`src/dsic_pkg.sv`:
```
/*
  Shared constants and carrier types for the drive status and input
  control block: parameter addresses, status bit positions, reset
  values, extra fault reset codes and the jog sequencer states.
  Assumes a single 40 MHz clock domain and no system bus.
*/
package dsic_pkg;

  // Parameter addresses as seen from the fieldbus parameter channel
  localparam logic [15:0] ADDR_FR_CFG = 16'h0568;
  localparam logic [15:0] ADDR_STATUS = 16'h1b04;

  // Extra fault reset codes on the enable input
  localparam logic [15:0] FR_OFF      = 16'h0000;
  localparam logic [15:0] FR_FALL     = 16'h0001;
  localparam logic [15:0] FR_RISE     = 16'h0002;
  localparam logic [15:0] FR_CFG_RST  = 16'h0000;

  // Status word bit positions
  localparam int unsigned BIT_HALT    = 8;
  localparam int unsigned BIT_REMOTE  = 9;
  localparam int unsigned BIT_MODE10  = 10;
  localparam int unsigned BIT_LIMIT   = 11;
  localparam int unsigned BIT_MODE12  = 12;
  localparam int unsigned BIT_ERR     = 13;
  localparam int unsigned BIT_END     = 14;
  localparam int unsigned BIT_REF     = 15;

  // Reset values
  localparam logic [15:0] STATUS_RST  = 16'h4000;
  localparam logic        X_END_RST   = 1'b1;
  localparam logic        REF_OK_RST  = 1'b0;
  localparam logic [2:0]  PIN_RST     = 3'h0;
  localparam logic [2:0]  MODE_RST    = 3'h0;

  // Inputs from the rest of the drive
  typedef struct packed {
    logic [7:0] state_low;   // Operating state bits 0..7
    logic       halt;        // Halt in effect
    logic       standstill;  // Motor at rest
    logic       mode_bit10;  // Mode monitoring bit 10
    logic       mode_bit12;  // Mode monitoring bit 12
    logic [3:0] limit_src;   // Candidate internal limit conditions
    logic       error_stop;  // Error that blocks further processing
    logic       mode_start;  // Pulse: an operating mode starts
    logic [2:0] mode_id;     // Mode that starts
    logic       process_end; // Pulse: processing ended
    logic       zero_set;    // Pulse: zero point became valid
    logic       zero_clear;  // Pulse: zero point discarded
  } dsic_drive_t;

  // One parameter access from the fieldbus
  typedef struct packed {
    logic        req;
    logic        we;
    logic [15:0] addr;
    logic [15:0] wdata;
  } dsic_param_req_t;

  // Jog positive with enable sequencer
  typedef enum logic [1:0] {
    JOG_IDLE = 2'b00,
    JOG_RUN  = 2'b01,
    JOG_STOP = 2'b10
  } dsic_jog_t;

endpackage

```
`src/dsic_top.sv`:
```
/*
  Drive status word (upper byte) and discrete input control.
  Assumes: one 40 MHz clock, asynchronous active high reset, discrete
  pins asynchronous to the clock, drive core signals synchronous.
*/
// Function
// - Read-only 16-bit status word is provided
// - Bit 8 follows the halt state
// - Bit 9 set means fieldbus commands execute
// - Parameters stay accessible while bit 9 clear
// - Bit 11 source picked by limit meaning
// - Bit 13 only for blocking errors
// - Bit 14 clears when a mode starts
// - Bit 14 rises only at standstill
// - No bit 14 rise between chained modes
// - Bit 15 set once zero point valid
// - Zero point survives power stage disable
// - Enable rising edge enables power stage
// - Enable falling edge disables power stage
// - Extra fault reset on configured enable edge
// - New extra reset setting waits for enable
// - Fault reset input clears pending error
// - Local mode maps enable and reset inputs
// - Jog input rise enables and jogs positive
`timescale 1ns/1ps
module dsic_top (
  input  wire logic                     ref_clk_i,
  input  wire logic                     sys_rst_i,
  input  wire logic [2:0]               pins_i,
  input  wire logic                     local_mode_i,
  input  wire logic                     fb_enable_assigned_i,
  input  wire logic                     fb_reset_assigned_i,
  input  wire logic                     jog_assigned_i,
  input  wire logic [1:0]               internal_limit_meaning_sel_i,
  input  wire dsic_pkg::dsic_drive_t    drive_i,
  input  wire dsic_pkg::dsic_param_req_t param_i,
  output logic                          param_ack_o,
  output logic                          param_err_o,
  output logic [15:0]                   param_rdata_o,
  output logic [15:0]                   drive_state_word_o,
  output logic                          power_enable_req_o,
  output logic                          power_disable_req_o,
  output logic                          fault_reset_req_o,
  output logic                          jog_pos_start_o,
  output logic                          jog_stop_o
);

  // Three-stage pin synchronisers and filtered levels
  logic [2:0] s1_q, s2_q, s3_q;
  logic [2:0] filt_q, filt_d;
  logic [2:0] stable;
  logic [2:0] rise, fall;

  // Configuration: written value and value in force
  logic [15:0] fr_cfg_q;
  logic [15:0] fr_act_q;

  // Status state
  logic [15:0] status_q, status_d;
  logic        x_end_q, x_end_d;
  logic        pend_q, pend_d;
  logic        ref_q, ref_d;
  logic [2:0]  mode_q;

  // Jog sequencer
  dsic_pkg::dsic_jog_t jog_q, jog_d;

  // Event decode
  logic en_ok, fr_ok, jog_ok;
  logic en_rise, en_fall, fr_rise, jog_rise, jog_fall;
  logic jog_done, extra_fr;
  logic pwr_en_d, pwr_dis_d, fr_req_d;

  // Parameter access decode
  logic hit_cfg, hit_status, wr_ok, bad_acc;
  logic [15:0] rdata_d;

  // Extra fault reset decision for a given setting and edge pair
  function automatic logic fr_extra(input logic [15:0] cfg,
                                    input logic        r,
                                    input logic        f);
    fr_extra = (cfg == dsic_pkg::FR_FALL && f) ||
               (cfg == dsic_pkg::FR_RISE && r);
  endfunction

  // Pin synchronisers; only s2/s3 feed the change filter
  always_ff @(posedge ref_clk_i or posedge sys_rst_i) begin
    if (sys_rst_i) begin
      s1_q   <= dsic_pkg::PIN_RST;
      s2_q   <= dsic_pkg::PIN_RST;
      s3_q   <= dsic_pkg::PIN_RST;
      filt_q <= dsic_pkg::PIN_RST;
    end else begin
      s1_q   <= pins_i;
      s2_q   <= s1_q;
      s3_q   <= s2_q;
      filt_q <= filt_d;
    end
  end

  // A change counts only when the last two stages agree
  assign stable = ~(s2_q ^ s3_q);
  assign filt_d = (filt_q & ~stable) | (s3_q & stable);
  assign rise   = filt_d & ~filt_q;
  assign fall   = ~filt_d & filt_q;

  // local input mapping
  // Local mode: pin 0 enable, pin 1 fault reset by default.
  // Fieldbus mode relies on the master mapping them first.
  // fieldbus mapping gate
  assign en_ok  = local_mode_i | fb_enable_assigned_i;
  assign fr_ok  = local_mode_i | fb_reset_assigned_i;
  assign jog_ok = jog_assigned_i;

  assign en_rise  = rise[0] & en_ok;
  assign en_fall  = fall[0] & en_ok;
  assign fr_rise  = rise[1] & fr_ok;
  assign jog_rise = rise[2] & jog_ok & (jog_q == dsic_pkg::JOG_IDLE);
  assign jog_fall = fall[2] & (jog_q == dsic_pkg::JOG_RUN);
  assign jog_done = (jog_q == dsic_pkg::JOG_STOP) & drive_i.standstill;

  // extra reset edge
  // Uses the setting in force before this edge is acted on
  assign extra_fr = fr_extra(fr_act_q, en_rise, en_fall);

  assign pwr_en_d  = en_rise | jog_rise;
  assign pwr_dis_d = en_fall | jog_done;
  assign fr_req_d  = fr_rise | extra_fr;

  // Command pulses, one cycle each, from flip-flops
  always_ff @(posedge ref_clk_i or posedge sys_rst_i) begin
    if (sys_rst_i) begin
      power_enable_req_o  <= 1'b0;
      power_disable_req_o <= 1'b0;
      fault_reset_req_o   <= 1'b0;
      jog_pos_start_o     <= 1'b0;
      jog_stop_o          <= 1'b0;
    end else begin
      power_enable_req_o  <= pwr_en_d;
      power_disable_req_o <= pwr_dis_d;
      fault_reset_req_o   <= fr_req_d;
      jog_pos_start_o     <= jog_rise;
      jog_stop_o          <= jog_fall;
    end
  end

  // Jog sequencer next state
  always_comb begin
    jog_d = jog_q;
    case (jog_q)
      dsic_pkg::JOG_IDLE: begin
        if (jog_rise) jog_d = dsic_pkg::JOG_RUN;
      end
      dsic_pkg::JOG_RUN: begin
        if (jog_fall) jog_d = dsic_pkg::JOG_STOP;
      end
      // Wait for rest; disable is issued on leaving
      dsic_pkg::JOG_STOP: begin
        if (jog_done) jog_d = dsic_pkg::JOG_IDLE;
      end
      // Unused code falls back to idle
      default: jog_d = dsic_pkg::JOG_IDLE;
    endcase
  end

  // Jog state register
  always_ff @(posedge ref_clk_i or posedge sys_rst_i) begin
    if (sys_rst_i) begin
      jog_q <= dsic_pkg::JOG_IDLE;
    end else begin
      jog_q <= jog_d;
    end
  end

  // Parameter decode; accepted whatever bit 9 shows
  assign hit_cfg    = param_i.addr == dsic_pkg::ADDR_FR_CFG;
  assign hit_status = param_i.addr == dsic_pkg::ADDR_STATUS;
  // Codes above the rising-edge code are refused, value kept
  assign wr_ok      = param_i.req & param_i.we & hit_cfg &
                      (param_i.wdata <= dsic_pkg::FR_RISE);
  // Unmapped, status write or out of range value
  assign bad_acc    = param_i.req & ~wr_ok &
                      (param_i.we | ~(hit_cfg | hit_status));
  assign rdata_d    = hit_cfg    ? fr_cfg_q :
                      hit_status ? status_q : 16'h0000;

  always_ff @(posedge ref_clk_i or posedge sys_rst_i) begin
    if (sys_rst_i) begin
      fr_cfg_q      <= dsic_pkg::FR_CFG_RST;
      fr_act_q      <= dsic_pkg::FR_CFG_RST;
      param_ack_o   <= 1'b0;
      param_err_o   <= 1'b0;
      param_rdata_o <= 16'h0000;
    end else begin
      if (wr_ok) fr_cfg_q <= param_i.wdata;
      if (pwr_en_d) fr_act_q <= fr_cfg_q;
      param_ack_o <= param_i.req;
      param_err_o <= bad_acc;
      // Read data holds between reads
      if (param_i.req & ~param_i.we) param_rdata_o <= rdata_d;
    end
  end

  // Processing end flag and zero point next values
  always_comb begin
    x_end_d = x_end_q;
    pend_d  = pend_q;
    ref_d   = ref_q;
    // End or halt interrupts processing; wait for rest
    if ((drive_i.process_end | drive_i.halt) & ~x_end_q) begin
      pend_d = 1'b1;
    end
    if (pend_q & drive_i.standstill) begin
      x_end_d = 1'b1;
      pend_d  = 1'b0;
    end
    if (drive_i.mode_start) begin
      x_end_d = 1'b0;
      pend_d  = 1'b0;
    end
    if (drive_i.zero_set) begin
      ref_d = 1'b1;
    end else if (drive_i.zero_clear) begin
      ref_d = 1'b0;
    end
  end

  // Status word assembly
  always_comb begin
    status_d = {8'h00, drive_i.state_low};
    status_d[dsic_pkg::BIT_HALT]   = drive_i.halt;
    status_d[dsic_pkg::BIT_REMOTE] = ~local_mode_i;
    status_d[dsic_pkg::BIT_MODE10] = drive_i.mode_bit10;
    status_d[dsic_pkg::BIT_LIMIT]  =
      drive_i.limit_src[internal_limit_meaning_sel_i];
    status_d[dsic_pkg::BIT_MODE12] = drive_i.mode_bit12;
    status_d[dsic_pkg::BIT_ERR]    = drive_i.error_stop;
    status_d[dsic_pkg::BIT_END]    = x_end_d;
    status_d[dsic_pkg::BIT_REF]    = ref_d;
  end

  always_ff @(posedge ref_clk_i or posedge sys_rst_i) begin
    if (sys_rst_i) begin
      status_q <= dsic_pkg::STATUS_RST;
      x_end_q  <= dsic_pkg::X_END_RST;
      pend_q   <= 1'b0;
      ref_q    <= dsic_pkg::REF_OK_RST;
      mode_q   <= dsic_pkg::MODE_RST;
    end else begin
      status_q <= status_d;
      x_end_q  <= x_end_d;
      pend_q   <= pend_d;
      ref_q    <= ref_d;
      if (drive_i.mode_start) begin
        mode_q <= drive_i.mode_id;
      end
    end
  end

  assign drive_state_word_o = status_q;
endmodule

```
`config.mk`:
```
export PLATFORM = sky130hd
export DESIGN_NAME = dsic_top
export DESIGN_NICKNAME = d
export VERILOG_FILES = /design/src/dsic_pkg.sv /design/src/dsic_top.sv
export SDC_FILE = /design/constraint.sdc
export NUM_CORES = 1
export LEC_CHECK = 0
export BUFFER_PORTS_ARGS = -buffer_cell sky130_fd_sc_hd__buf_2
export CAP_MARGIN = 20
export CORE_MARGIN = 3
export CORE_UTILIZATION = 45
export DETAILED_ROUTE_END_ITERATION = 16
export GPL_TIMING_DRIVEN = 0
export HOLD_SLACK_MARGIN = 0.08
export PLACE_DENSITY = 0.76
export SYNTH_ARGS = -nofsm -noshare
export SYNTH_HDL_FRONTEND = slang
export SYNTH_SLANG_ARGS = --single-unit
```
`constraint.sdc`:
```
create_clock -name ref_clk_i -period 2.9 [get_ports ref_clk_i]
set_clock_uncertainty 0.15 [all_clocks]
set_input_delay 0.435 -clock ref_clk_i [delete_from_list [all_inputs] [get_ports ref_clk_i]]
set_output_delay 0.435 -clock ref_clk_i [all_outputs]
set_load 0.005 [all_outputs]
```
==> impl_metrics.csv <==
group,metric,value,unit
route,drtPass1Iterations,4,
placement,dpl-instance-area,3870,µm²
yosys,ys_seq_area_frac,0.673,
sta,slew_headroom,0.502,
clock_tree,clk-insertion-delay-late,0.35,ns
yosys,syn_inst,239,
hold_path,min_path_type,"input port to flip-flop",
clock_tree,cts_buffers,9,
yosys,synth_edf_count,0,
cells_and_area,final_nets,442,
yosys,synth_area_leader_cell,"dfrtp_1",
route,first_iter_violations,125,
global_routing,overflow,0,
yosys,synth_ff_type,"dfrtp_1",
yosys,synth_cell_type_count,41,
sta,fin_tns_setup,0,ns
sta,period_needed,2.43,ns
sta,final_max_slew_viol_count,0,
clock_tree,cts_max_path_buffers,2,
worst_setup_path,cp-startpoint,"local_mode_i",
run_status,outcome,"completed",
global_routing,antenna_found_initial,0,
clock_tree,postCtsSetupBuffers,0,
power_and_ir_drop,leakage,0.00217,µW
placement,dp_hpwl,4.91,mm
route,ant_nets,0,
worst_setup_path,worstSetupPathType,"input port to flip-flop",
sta,finalHoldViolations,0,
route,drt-vias-per-instance,4.94,
clock_tree,h-tree-depth,3,
global_routing,grt_start_max_net_pins,60,
worst_setup_path,critPathArrivalTime,2.51,ns
clock_tree,cts_tree,"built",
worst_setup_path,timing.rr.end,"fr_act_q[2]",
sta,setup_slack,0.473,ns
yosys,synth_nets,308,
route,route.detailed.drc,0,
floorplanning,io_pins,108,
clock_tree,cts_resized,0,
yosys,async_reset_ff_frac,1.00,
placement,post-place-ws,0.227,ns
run,drv_cap,0,
worst_setup_path,required,2.98,ns
power_and_ir_drop,ir_drop,0.000390,V
cells_and_area,multi_input_area,967,µm²
sta,post-route-period-util,0.837,
yosys,synth_seq_cells,86,
sta,worstMarginPinSlew,0.741,ns
clock_tree,ctsRootBufferMaster,"clkbuf_8",
sta,rsz0062_at_grt,"false",
sta,setup_viol,0,
route,wl,6.93,mm
cells_and_area,layout-drive-gt1-share,0.399,
floorplanning,coreArea,6830,µm²
floorplanning,die_w,90.3,µm
yosys,synth.top_cell.area_share,0.665,
worst_setup_path,rr_startpoint,"filt_q[0]",
worst_setup_path,critPathMaxFanout,10,
yosys,yosysMostFrequentCell,"dfrtp_1",
worst_setup_path,worstSetupEndpointType,"flip-flop",
power_and_ir_drop,power.density,582,nW/µm²
clock_tree,clk_pin_slew,0.09,ns
placement,place_congestion,0.738,
placement,portBuffers,104,
clock_tree,clock_sinks,86,
global_routing,track_usage,0.182,
yosys,synth.avg_cell_area,13.4,µm²
floorplanning,start_util,0.468,
cells_and_area,fin_area,4280,µm²
cells_and_area,register_area,2150,µm²
floorplanning,row_count,30,
global_routing,grt_pass1_vias,2465,
global_routing,grt_pass1_wl,11.7,mm
sta,fmax,412,MHz
worst_setup_path,critPathCapture,"fr_act_q[2]",
yosys,synth.area.top_cells,"dfrtp_1 (67%), mux2_2 (5.6%), nor2_1 (4.6%)",
worst_setup_path,r2r_slack,0.68,ns
floorplanning,die_y,90.3,µm
route,num_vias,2340,
cells_and_area,fill_cells,558,
yosys,ys_warn_count,0,
worst_setup_path,startpoint_type,"input port",
power_and_ir_drop,finalPower,2490,µW
route,wl_per_cell,14.6,µm
floorplanning,die-area,8150,µm²
cells_and_area,antennaDiodeCount,0,
sta,holdWs,0.105,ns
yosys,synth_area,3200,µm²
yosys,synthTopCellsByCount,"dfrtp_1 (85), nor2_1 (39), a221oi_1 (16), mux2_2 (16), nor2b_1 (16)",
cells_and_area,area_delta_synth_final,33.7,%
worst_setup_path,reg2regPathDepth,4,
## worst min-delay path by stage
stage | from | endpoint | slack, ns | depth (start not counted)
floorplan | s1_q[0] | s2_q[0] | 0.18 | 0
global placement | s1_q[1] | s2_q[1] | 0.18 | 0
detailed placement | s1_q[1] | s2_q[1] | 0.19 | 0
CTS | local_mode_i | drive_state_word_o[9] | 0.09 | 2
global route | param_i[33] | param_ack_o | 0.08 | 1
finish | param_i[33] | param_ack_o | 0.10 | 1
## critical path, cell delays in order
cell and delay [ns]:
dlygate4sd3_1 0.52, buf_2 0.12, nor2_1 0.07, o21bai_1 0.60, buf_2 0.39, mux2_2 0.37
## power breakdown
part / internal, µW / leakage, µW / switching [µW]
Combinational: 130 / 0.000964 / 117
Sequential: 1260 / 0.00109 / 38.6
Clock: 499 / 0.000117 / 442
Total: 1890 / 0.00217 / 597
## routing by layer
metal / part of all wire / up-vias / track usage
met3: 0.067 / 5 / 0.0733
met2: 0.51 / 71 / 0.310
met1: 0.42 / 1141 / 0.217
met4: 0.0075 / 0 / 0.0446
li1: - / 1123 / -
met5: 0 / - / 0
## stage by stage
step | utilization | cells
6_report | 0.626 | 474
5_1_grt | 0.626 | 474
4_1_cts | 0.624 | 473
3_5_place_dp | 0.566 | 440
3_3_place_gp | 0.562 | 439
2_1_floorplan | - | 239
## registers in the layout, indices dropped and copies added, names as in the netlist
signal / flops
fault_reset_req_o: 1
s1_q: 3
jog_pos_start_o: 1
drive_state_word_o: 15
param_ack_o: 1
jog_stop_o: 1
param_rdata_o: 16
s2_q: 3
fr_act_q: 16
jog_q: 2
ref_q: 1
s3_q: 3
pend_q: 1
power_enable_req_o: 1
param_err_o: 1
power_disable_req_o: 1
fr_cfg_q: 16
filt_q: 3
## layout by cell type (no fill, tap or decap), types with 5 or more instances in the layout
cell             n
nor2b_1         16
nor2_1          39
a221oi_1        16
dfrtp_1         85
clkbuf_8         9
buf_2          106
dlygate4sd3_1   18
nor4_1           6
mux2_2          16
clkbuf_1         5
## logic make-up (layout without fill, tap and decap cells)
group	count (synthesis)	count (layout)	synth area share
AO/OA/AOI/OAI	29	29	0.0696
AND/OR/NAND/NOR	86	86	0.153
multiplexers	19	19	0.0704
flip-flops	86	86	0.673
buffers and inverters	16	155	0.0243
adder cells (fa/ha/maj)	3	3	0.00939
## area by class of cell
cell class | count | area share
flip-flops and latches | 86 | 0.504
multi-input cells | 137 | 0.226
repair buffers | 123 | 0.170
clock buffers | 9 | 0.0290
well taps | 96 | 0.0281
clock inverters | 7 | 0.0240
plain buffers | 11 | 0.0138
inverters | 5 | 0.00498
## what timing repair did
action | 4_1_cts | 5_1_grt
hold buffers | 17 | 1
setup endpoints to repair | 0 | 0
endpoints found under the hold margin | 43 | 1
Power figures use the tool's default switching activity.
